**src/inc/bmb_pkg.sv**
```systemverilog
package bmb_pkg;

  // ==========================================================
  // bus widths
  localparam int ADDR_W  = 32;
  localparam int DATA_W  = 16;
  localparam int UPPER_W = 16;
  localparam int BEAT_W  = 3;
  localparam int BE_W    = 2;
  localparam int MAX_BEATS = 8;
  localparam int WDATA_W = DATA_W * MAX_BEATS;
  localparam int UPPER_LSB = 16;
  localparam int WORD_LSB  = 1;
  localparam int WORD_SHIFT_W = 4;

  // ==========================================================
  // levels and codes
  localparam logic LEVEL_HIGH = 1'b1;
  localparam logic LEVEL_LOW  = 1'b0;
  localparam logic [BEAT_W-1:0] BEAT_ZERO = 3'h0;
  localparam logic [BEAT_W-1:0] BEAT_ONE  = 3'h1;
  localparam logic [BE_W-1:0] LANES_OFF_N = 2'h3;
  localparam logic [BE_W-1:0] LANES_ALL_N = 2'h0;
  localparam logic [DATA_W-1:0] DATA_ZERO = 16'h0000;
  localparam logic [UPPER_W-1:0] UPPER_ZERO = 16'h0000;
  localparam logic [WORD_SHIFT_W-1:0] WORD_SHIFT_PAD = 4'h0;

  // ==========================================================
  // bus states
  typedef enum logic [1:0] {
    BUS_IDLE,
    BUS_ADDR,
    BUS_DATA,
    BUS_HOLD
  } bus_state_e;

endpackage

```
**src/core/burst_muxed_bus_interface.sv**
```systemverilog
`timescale 1ns/1ps
// Functional notes
// - internal clock is input clock halved; bus states advance only on it
// - upper sixteen address lines driven and held stable through whole burst
// - low address then data share muxed lines; data follows address cycle
// - burst word address lines step to each next half-word in burst
// - in address cycle word address lines equal muxed lines bits 3 to 1
// - latch strobe high in address cycle, dropped before data cycle begins
// - latch strobe active high and floated during hold cycle
// - address state strobe low each address cycle, high in following data cycle
// - under reset state strobe, data enable and direction all driven high
// - write/read shown in address cycle and held through data cycles
// - data enable low during data cycles while data moves
// - device releases muxed lines no later than data enable assertion
// - data enable released only once read data has been captured
// - direction low for reads and acknowledges, high for writes
// - direction never changes while data enable is low
// - ready absent in data cycle inserts wait cycle, sampled again next
// - one burst carries at most eight half-words
// - byte lane selects asserted per data cycle for active lanes
module burst_muxed_bus_interface
(
  input  wire logic                          core_clk,
  input  wire logic                          rst_n,
  input  wire logic                          reqValid,
  input  wire logic                          reqWrite,
  input  wire logic                          reqIntAck,
  input  wire logic [bmb_pkg::ADDR_W-1:0]    reqAddr,
  input  wire logic [bmb_pkg::BEAT_W-1:0]    reqLastBeat,
  input  wire logic [bmb_pkg::BE_W-1:0]      reqFirstLanes_n,
  input  wire logic [bmb_pkg::BE_W-1:0]      reqLastLanes_n,
  input  wire logic [bmb_pkg::WDATA_W-1:0]   reqWrData,
  input  wire logic                          holdReq,
  input  wire logic                          ready_n,
  input  wire logic [bmb_pkg::DATA_W-1:0]    adIn,
  output logic                               reqTaken,
  output logic [bmb_pkg::DATA_W-1:0]         rdData,
  output logic                               rdValid,
  output logic [bmb_pkg::BEAT_W-1:0]         rdBeat,
  output logic                               burstDone,
  output logic                               holdAck,
  output logic                               busOe,
  output logic [bmb_pkg::UPPER_W-1:0]        upperAddr,
  output logic [bmb_pkg::DATA_W-1:0]         adOut,
  output logic                               adOe,
  output logic [bmb_pkg::BEAT_W-1:0]         burstWordAddr,
  output logic                               addressLatchStrobe,
  output logic                               addressStateStrobe_n,
  output logic                               dataPhaseEnable_n,
  output logic                               writeNotRead,
  output logic                               transceiverDirection,
  output logic [bmb_pkg::BE_W-1:0]           byteLaneSelects_n
);
  import bmb_pkg::*;

  // ==========================================================
  // state
  bus_state_e               stateReg;
  bus_state_e               stateNext;
  logic                     phaseReg;
  logic [BEAT_W-1:0]        beatReg;
  logic [BEAT_W-1:0]        beatNext;
  logic [BEAT_W-1:0]        lastBeatReg;
  logic                     writeReg;
  logic [BE_W-1:0]          firstLanesReg;
  logic [BE_W-1:0]          lastLanesReg;
  logic [WDATA_W-1:0]       wrBufReg;

  // ==========================================================
  // decode
  wire tick      = phaseReg;
  wire inIdle    = (stateReg == BUS_IDLE);
  wire inAddr    = (stateReg == BUS_ADDR);
  wire inData    = (stateReg == BUS_DATA);
  wire inHold    = (stateReg == BUS_HOLD);
  wire beatDone  = inData && tick && !ready_n;
  wire lastBeat  = (beatReg == lastBeatReg);
  wire lastDone  = beatDone && lastBeat;
  wire stepBeat  = beatDone && !lastBeat;
  wire freeSlot  = (inIdle && tick) || lastDone;
  wire accept    = freeSlot && reqValid && !holdReq;
  wire goHold    = inIdle && tick && holdReq;
  wire leaveHold = inHold && tick && !holdReq;
  wire nextAddr  = (stateNext == BUS_ADDR);
  wire nextData  = (stateNext == BUS_DATA);
  wire enterData = inAddr && tick;
  wire [WORD_SHIFT_W+BEAT_W-1:0] wordBase = {beatNext, WORD_SHIFT_PAD};
  wire [DATA_W-1:0] wrWord = wrBufReg[wordBase +: DATA_W];
  wire [BE_W-1:0] lanesNext =
    (beatNext == BEAT_ZERO)   ? firstLanesReg :
    (beatNext == lastBeatReg) ? lastLanesReg  :
                                LANES_ALL_N;

  // ==========================================================
  // pin values
  wire               reqIsWrite = reqWrite && !reqIntAck;
  wire [UPPER_W-1:0] reqUpper   = reqAddr[UPPER_LSB +: UPPER_W];
  wire [BEAT_W-1:0]  reqWord    = reqAddr[WORD_LSB +: BEAT_W];
  wire [DATA_W-1:0]  reqLow     = reqAddr[DATA_W-1:0];
  wire [BEAT_W-1:0]  wordStep   = burstWordAddr + BEAT_ONE;
  wire               adDrive    = nextAddr || (nextData && writeReg);
  wire [BE_W-1:0]    lanesPin   = nextData ? lanesNext : LANES_OFF_N;
  wire               capture    = beatDone && !writeReg;
  wire               holdNext   = (stateNext == BUS_HOLD);

  // next bus state
  always_comb
  begin
    stateNext = stateReg;
    unique case (stateReg)
      BUS_IDLE:
        if (accept)
          stateNext = BUS_ADDR;
        else if (goHold)
          stateNext = BUS_HOLD;
      BUS_ADDR:
        if (enterData)
          stateNext = BUS_DATA;
      BUS_DATA:
        if (accept)
          stateNext = BUS_ADDR;
        else if (lastDone)
          stateNext = BUS_IDLE;
      BUS_HOLD:
        if (leaveHold)
          stateNext = BUS_IDLE;
    endcase
  end

  // word counter within the burst
  assign beatNext =
    accept   ? BEAT_ZERO :
    stepBeat ? beatReg + BEAT_ONE :
               beatReg;

  // ==========================================================
  // internal clock enable
  always_ff @(posedge core_clk or negedge rst_n)
  begin
    if (!rst_n)
      phaseReg <= LEVEL_LOW;
    else
      phaseReg <= !phaseReg;
  end

  always_ff @(posedge core_clk or negedge rst_n)
  begin
    if (!rst_n)
    begin
      stateReg <= BUS_IDLE;
      beatReg  <= BEAT_ZERO;
    end
    else
    begin
      stateReg <= stateNext;
      beatReg  <= beatNext;
    end
  end

  // ==========================================================
  // request capture
  always_ff @(posedge core_clk or negedge rst_n)
  begin
    if (!rst_n)
    begin
      lastBeatReg   <= BEAT_ZERO;
      writeReg      <= LEVEL_LOW;
      firstLanesReg <= LANES_OFF_N;
      lastLanesReg  <= LANES_OFF_N;
      wrBufReg      <= '0;
    end
    else if (accept)
    begin
      lastBeatReg   <= reqLastBeat;
      writeReg      <= reqIsWrite;
      firstLanesReg <= reqFirstLanes_n;
      lastLanesReg  <= reqLastLanes_n;
      wrBufReg      <= reqWrData;
    end
  end

  // ==========================================================
  // address pins
  always_ff @(posedge core_clk or negedge rst_n)
  begin
    if (!rst_n)
    begin
      upperAddr     <= UPPER_ZERO;
      burstWordAddr <= BEAT_ZERO;
    end
    else if (accept)
    begin
      upperAddr     <= reqUpper;
      burstWordAddr <= reqWord;
    end
    else if (stepBeat)
      burstWordAddr <= wordStep;
  end

  // ==========================================================
  // muxed address and data lines
  always_ff @(posedge core_clk or negedge rst_n)
  begin
    if (!rst_n)
    begin
      adOut <= DATA_ZERO;
      adOe  <= LEVEL_LOW;
    end
    else
    begin
      if (accept)
        adOut <= reqLow;
      else if (enterData || stepBeat)
        adOut <= wrWord;
      adOe <= adDrive;
    end
  end

  // ==========================================================
  // strobes
  always_ff @(posedge core_clk or negedge rst_n)
  begin
    if (!rst_n)
    begin
      addressLatchStrobe   <= LEVEL_LOW;
      addressStateStrobe_n <= LEVEL_HIGH;
      dataPhaseEnable_n    <= LEVEL_HIGH;
      byteLaneSelects_n    <= LANES_OFF_N;
    end
    else
    begin
      addressLatchStrobe   <= accept;
      addressStateStrobe_n <= !nextAddr;
      dataPhaseEnable_n    <= !nextData;
      byteLaneSelects_n    <= lanesPin;
    end
  end

  // ==========================================================
  // direction and write/read, loaded only at the address cycle
  always_ff @(posedge core_clk or negedge rst_n)
  begin
    if (!rst_n)
    begin
      transceiverDirection <= LEVEL_HIGH;
      writeNotRead         <= LEVEL_LOW;
    end
    else if (accept)
    begin
      transceiverDirection <= reqIsWrite;
      writeNotRead         <= reqIsWrite;
    end
  end

  // ==========================================================
  // hold and float
  always_ff @(posedge core_clk or negedge rst_n)
  begin
    if (!rst_n)
    begin
      busOe   <= LEVEL_HIGH;
      holdAck <= LEVEL_LOW;
    end
    else
    begin
      busOe   <= !holdNext;
      holdAck <= holdNext;
    end
  end

  // ==========================================================
  // user side answers
  always_ff @(posedge core_clk or negedge rst_n)
  begin
    if (!rst_n)
    begin
      rdData  <= DATA_ZERO;
      rdValid <= LEVEL_LOW;
      rdBeat  <= BEAT_ZERO;
    end
    else
    begin
      rdValid <= capture;
      if (capture)
      begin
        rdData <= adIn;
        rdBeat <= beatReg;
      end
    end
  end

  // ==========================================================
  // request and burst pulses
  always_ff @(posedge core_clk or negedge rst_n)
  begin
    if (!rst_n)
    begin
      reqTaken  <= LEVEL_LOW;
      burstDone <= LEVEL_LOW;
    end
    else
    begin
      reqTaken  <= accept;
      burstDone <= lastDone;
    end
  end

endmodule

```
**config.mk**
```make
export PLATFORM = sky130hd
export DESIGN_NAME = burst_muxed_bus_interface
export DESIGN_NICKNAME = d
export VERILOG_FILES = /design/src/inc/bmb_pkg.sv /design/src/core/burst_muxed_bus_interface.sv
export SDC_FILE = /design/constraint.sdc
export NUM_CORES = 1
export LEC_CHECK = 0
export ABC_AREA = 1
export CAP_MARGIN = 20
export CORE_MARGIN = 2
export CORE_UTILIZATION = 66
export DETAILED_ROUTE_END_ITERATION = 7
export DONT_BUFFER_PORTS = 1
export PLACE_DENSITY = 0.82
export SETUP_SLACK_MARGIN = 0.3
export SLEW_MARGIN = 20
export SYNTH_ARGS = -nofsm -noshare
export SYNTH_HDL_FRONTEND = slang
export SYNTH_SLANG_ARGS = --single-unit
```
**constraint.sdc**
```tcl
create_clock -name core_clk -period 3.83 [get_ports core_clk]
set_input_delay 0.383 -clock core_clk [delete_from_list [all_inputs] [get_ports core_clk]]
set_output_delay 0.383 -clock core_clk [all_outputs]
set_load 0.01 [all_outputs]
```
## Word-level counts from Yosys, hierarchy flattened

Index checks and enable logic that the tools add are counted.
W data, S select, Z words.

| operators by class | value |
|---|---|
| $add $sub $neg | 2 |
| divide/modulo/power cells | 0 |
| $lt $le $gt $ge | 0 |
| shifts and indexed selects | 1 |
| muxes and demuxes | 16 |
| bitwise operators | 0 |
| reduce and logical (&&, ||, !) cells | 30 |
| multipliers | 0 |
| equal/unequal tests | 8 |

Operators with widths:

| operator | number |
|---|---|
| $shiftx A128 B8 Y16 | 1 |
| $mux W16 | 2 |
| $mux W2 | 9 |
| $logic_and A1 B1 Y1 | 14 |
| $mux W3 | 4 |
| $logic_not A1 Y1 | 9 |
| $eq A2 B2 Y1 const B | 4 |
| $pmux W2 S4 | 1 |
| $add A3 B1 Y3 const B | 2 |
| $eq A3 B3 Y1 | 2 |
| $eq A2 B1 Y1 const B | 2 |
| $reduce_bool A2 Y1 | 2 |
| $logic_not A3 Y1 | 1 |
| $logic_or A1 B1 Y1 | 3 |
| $logic_not A2 Y1 | 1 |

| word-level totals | value |
|---|---|
| memories | 0 |
| memory bits (writable) | 0 |
| input port bits | 190 |
| bits in latches | 0 |
| word-level logic and storage cells | 80 |
| bits in read-only memories | 0 |
| bits in registers | 207 |

## Depth between registers and ports, before layout

| logic depth | value |
|---|---|
| depth after elaboration | 12 |
| mapped depth | 17 |

## Worst setup path before layout

Ideal clock, no wire load.

| path | value |
|---|---|
| path kind | register to register |
| start | reg beatReg[2] |
| end | reg adOut[4] in the netlist's numbering |
| data required time | 3.714 ns |
| cell stages (with the launch flop) | 15 |
| data arrival time | 1.605 ns |
| setup time | 0.116 ns |
| clock period less this slack | 1.721 ns |
| setup slack | 2.109 ns |
| cells stage by stage | dfrtp_1 > inv_1 > nand2_1 > nand2_1 > nand3_2 > nand2_2 > nand2_1 > nand2_1 > buf_4 > buf_2 > nand3_1 > nand3_1 > nand3_1 > nand2_1 > nand2_1 |

| on the way | value |
|---|---|
| cells in the longest elaborated chain, start to end | 9 |
| elaborated cells between the ends (all ways) | 15 |

Ends and longest elaborated chain:

| element | RTL line | text |
|---|---|---|
| from (decl) | burst_muxed_bus_interface.sv:61 | `logic [BEAT_W-1:0] beatReg;` |
| from (signal assigned) | burst_muxed_bus_interface.sv:156 | `beatReg <= beatNext;` |
| branches (longest 9 deep; another with $add A3 B1 Y3) | n/a |  |
| to (signal assigned) | burst_muxed_bus_interface.sv:212 | `adOut <= reqLow;` |
| to (signal assigned) | burst_muxed_bus_interface.sv:214 | `adOut <= wrWord;` |
| to (decl) | burst_muxed_bus_interface.sv:44 | `output logic [bmb_pkg::DATA_W-1:0] adOut,` |

Parallel ways; which one is timed is not known. The select of a mux whose other input is x is not followed.
A chain may end at the register's enable or synchronous reset.

## Worst setup path after layout

| path | value |
|---|---|
| start | reg beatReg[0] |
| end | reg adOut[11] in the netlist's numbering |

Same word-level chain as after synthesis.

==> impl_metrics.py <==
metrics = {
    "run_status": {
        "status": "finished, violations left",
        "violations": "negative hold slack",
    },
    "drt": {
        "drt_iter0_markers": 628,
        "firstDrtPassIters": 5,
        "vias_per_cell": 5.648,
        "drt-total-wl_um": 25330,
        "via_count": 8178,
        "drc": 0,
        "wl_per_cell_um": 17.49,
        "ant_nets": 0,
    },
    "synth": {
        "ys_ff_latch": 207,
        "avgSynthCellArea_um2": 7.782,
        "synthesis.area_um2": 9470,
        "synth_compound_area_share_pct": 5.456,
        "netlist_instances": 1217,
        "synthMuxAreaShare_pct": 0.1057,
        "synth_edf_count": 0,
        "synth_top_flop_cell": "dfrtp_1",
        "ys_warn_count": 0,
        "async_flop_share_pct": 100.0,
        "syn_nets": 1409,
        "synth-xor-area-share_pct": 0.3699,
        "synth_top_family_by_area": "simple AND/OR/NAND/NOR gates",
        "synth_cell_types": 31,
        "yosys.area_share.simple_pct": 31.67,
        "synthAdderAreaFrac_pct": 0.2642,
        "yosysSeqAreaShare_pct": 54.83,
    },
    "floorplan": {
        "die-area_um2": 15320,
        "io_pins": 257,
        "start_util_pct": 67.96,
        "fp.dieW_um": 123.8,
        "rows": 43,
        "fp.dieH_um": 123.8,
        "core_region_area_um2": 13930,
    },
    "cells_and_area": {
        "area_delta_synth_final_pct": 14.88,
        "drive_gt1_share_pct": 6.073,
        "final_net_count": 1444,
        "fin_cells": 1448,
        "n_fill_cell": 969,
        "n_antenna_cell": 0,
        "final_common_cell": "nand2_1",
        "multiInputGateArea_um2": 3588,
        "layout_common_cells": "nand2_1 (614), dfrtp_1 (197), nand3_1 (91)",
        "ff_latch_area_um2": 5192,
    },
    "placed_design": {
        "portBuffers": 0,
        "routabilityCongestion": 0.8949,
        "dp.final_hpwl_um": 15580,
        "dp.cells": 1339,
    },
    "clock_tree": {
        "post_cts_buffers": 0,
        "cts_sinks": 207,
        "numCtsBuffers": 22,
        "clk_pin_slew_ns": 0.06,
        "ctsHtreeMaxLevel": 1,
        "clk_latency_ns": 0.51,
        "root_buffer": "clkbuf_16",
        "clk_path_buf_depth": 3,
        "hold_buffers": 69,
        "cts_tree": "done",
        "cts-resized-gates": 0,
    },
    "sta": {
        "hold_violations": 207,
        "fmax_mhz": 374.2,
        "drv_slew": 0,
        "min_period_over_period_pct": 69.78,
        "fin_hold_ws_ns": -0.4153,
        "worst_slew_pin_slew_ns": 0.8054,
        "setup-violations-final": 0,
        "fin_crit_ns": 2.673,
        "rsz0062_at_grt": "no",
        "slew-limit-headroom_pct": 46.17,
        "fin_skew_ns": 0.01422,
        "finalSetupTns_ns": 0,
    },
    "critical_path": {
        "path_delay_family": "simple AND/OR/NAND/NOR gates",
        "path_common_cell": "nand2_1",
        "slowest_stage": "nand2_1",
        "end_kind": "flop",
        "crit_path_start_kind": "flop",
        "worstPathCellList": "inv_2, nand2_1, nand2_1, nor2_1, nand3_2, nand2_2, nand2_4, nand2_1, o21ai_0, a21oi_1, nand2_1, nand2_1",
        "worst_ep_required_time_ns": 4.27,
        "critPathBufInv": 1,
        "crit_fanout": 40,
        "critPathKind": "flop to flop",
        "max_stage_delay_ns": 0.73,
        "arrival_ns": 3.11,
    },
    "grt": {
        "grt_overflow": 0,
        "grt_pass1_vias": 7991,
        "grt_first_pass_wirelength_um": 39190,
        "antenna_found_initial": 0,
        "grtUsageTotal_pct": 33.04,
        "grt_start_max_net_pins": 208,
    },
    "power": {
        "p_int_w": 0.005811,
        "clockPowerShare_pct": 22.1,
        "seq_power_share_pct": 40.5,
        "switchingPower_w": 0.004083,
        "power.density_nw_per_um2": 909.5,
        "p_sw_share_pct": 41.27,
        "power.leakage_nw": 5.701,
        "pwr-share-comb_pct": 37.4,
        "ir_worst_vdd_mv": 0.5435,
    },
    "run": {
        "drv_cap": 0,
    },
    "worst_hold_path": {
        "hold_class": "primary input to async pin",
    },
}
==> state kept, by name, summed over array words and instances (netlist names), 3 cells and up <==
| signal | count |
|---|---|
| rdBeat | 3 |
| burstWordAddr | 3 |
| lastBeatReg | 3 |
| wrBufReg | 128 |
| upperAddr | 16 |
| beatReg | 3 |
| adOut | 16 |
| rdData | 16 |
==> through the flow <==
stage / instance area (µm²) / total power [W] / hold WS (ns) / setup slack, ns / util, %
3_3_place_gp: 9434 / 0.007412 / 0.09369 / 1.326 / 67.70
4_1_cts: 10880 / 0.009814 / -0.4266 / 1.212 / 78.06
3_5_place_dp: 9434 / 0.007540 / 0.09371 / 1.203 / 67.70
5_1_grt: 10880 / 0.01066 / -0.4288 / 0.9636 / 78.07
6_report: 10880 / 0.009895 / -0.4153 / 1.157 / 78.07
2_1_floorplan: 9470 / 0.006686 / 0.08741 / 2.109 / -
==> final cells by class <==
class,count,share of cell area (%)
multi-input cells,852,32.98
clock inverters,6,0.7821
repair buffers,75,6.993
clock buffers,34,6.130
well taps,180,2.070
flip-flops and latches,207,47.73
inverters,94,3.312
==> cells in the mapped netlist, drive strengths merged, types with 4 or more instances <==
master | count | area (µm²)
nand2 | 621 | 2351
dfrtp | 197 | 4930
inv | 93 | 351.6
nand3 | 93 | 475.5
o21ai | 79 | 399.1
buf | 54 | 299.0
nor2 | 17 | 81.33
a21oi | 16 | 80.08
clkbuf | 10 | 37.54
dfstp | 10 | 262.8
or2 | 7 | 43.79
o211ai | 5 | 37.54
nand3b | 4 | 30.03
==> cells by family after synthesis <==
| kind of cell | Yosys count |
|---|---|
| AOI/OAI and AO/OA | 100 |
| xor gates and xnor gates | 4 |
| adders and majority gates | 2 |
| buffers and inverters | 158 |
| DFF | 207 |
| muxes | 1 |
| and+or+nand+nor | 745 |
==> metal layers <==
metal  share of wire, %  track usage (%)
met1                 38            40.73
met2                 49            55.98
met3                9.7            8.562
met4                3.8            12.78
met5                  0                0
==> power by group through the flow <==
stage | Combinational (W) | Clock [W] | Sequential, W
floorplan | 0.00288 | 0 | 0.00380
global placement | 0.00344 | 0 | 0.00397
detailed placement | 0.00354 | 0 | 0.00399
CTS | 0.00364 | 0.00220 | 0.00397
global route | 0.00425 | 0.00229 | 0.00412
finish | 0.00370 | 0.00219 | 0.00401
==> worst reg2reg max path, cell delays in order, from the launching register on <==
cell and delay, ns:
dfrtp_1 0.45, inv_2 0.10, nand2_1 0.10, nand2_1 0.06, nor2_1 0.11, nand3_2 0.11, nand2_2 0.10, nand2_4 0.27
nand2_1 0.73, o21ai_0 0.22, a21oi_1 0.24, nand2_1 0.08, nand2_1 0.06
==> path summary, 6_finish.rpt <==
check	depth (start not counted)	endpoint	start	slack [ns]
min in group core_clk	2	wrBufReg[38]$_DFFE_PN0P_	reqWrData[38]	0.01
max in group asynchronous	0	firstLanesReg[0]$_DFFE_PN1P_	rst_n	3.96
setup / recovery	12	adOut[11]$_DFFE_PN0P_	beatReg[0]$_DFF_PN0_	1.16
hold / removal	0	wrBufReg[48]$_DFFE_PN0P_	rst_n	-0.42
hold reg to reg	2	lastLanesReg[1]$_DFFE_PN1P_	lastLanesReg[1]$_DFFE_PN1P_	0.47
setup reg to reg	12	adOut[11]$_DFFE_PN0P_	beatReg[0]$_DFF_PN0_	1.16
Power figures use the tool's default switching activity.
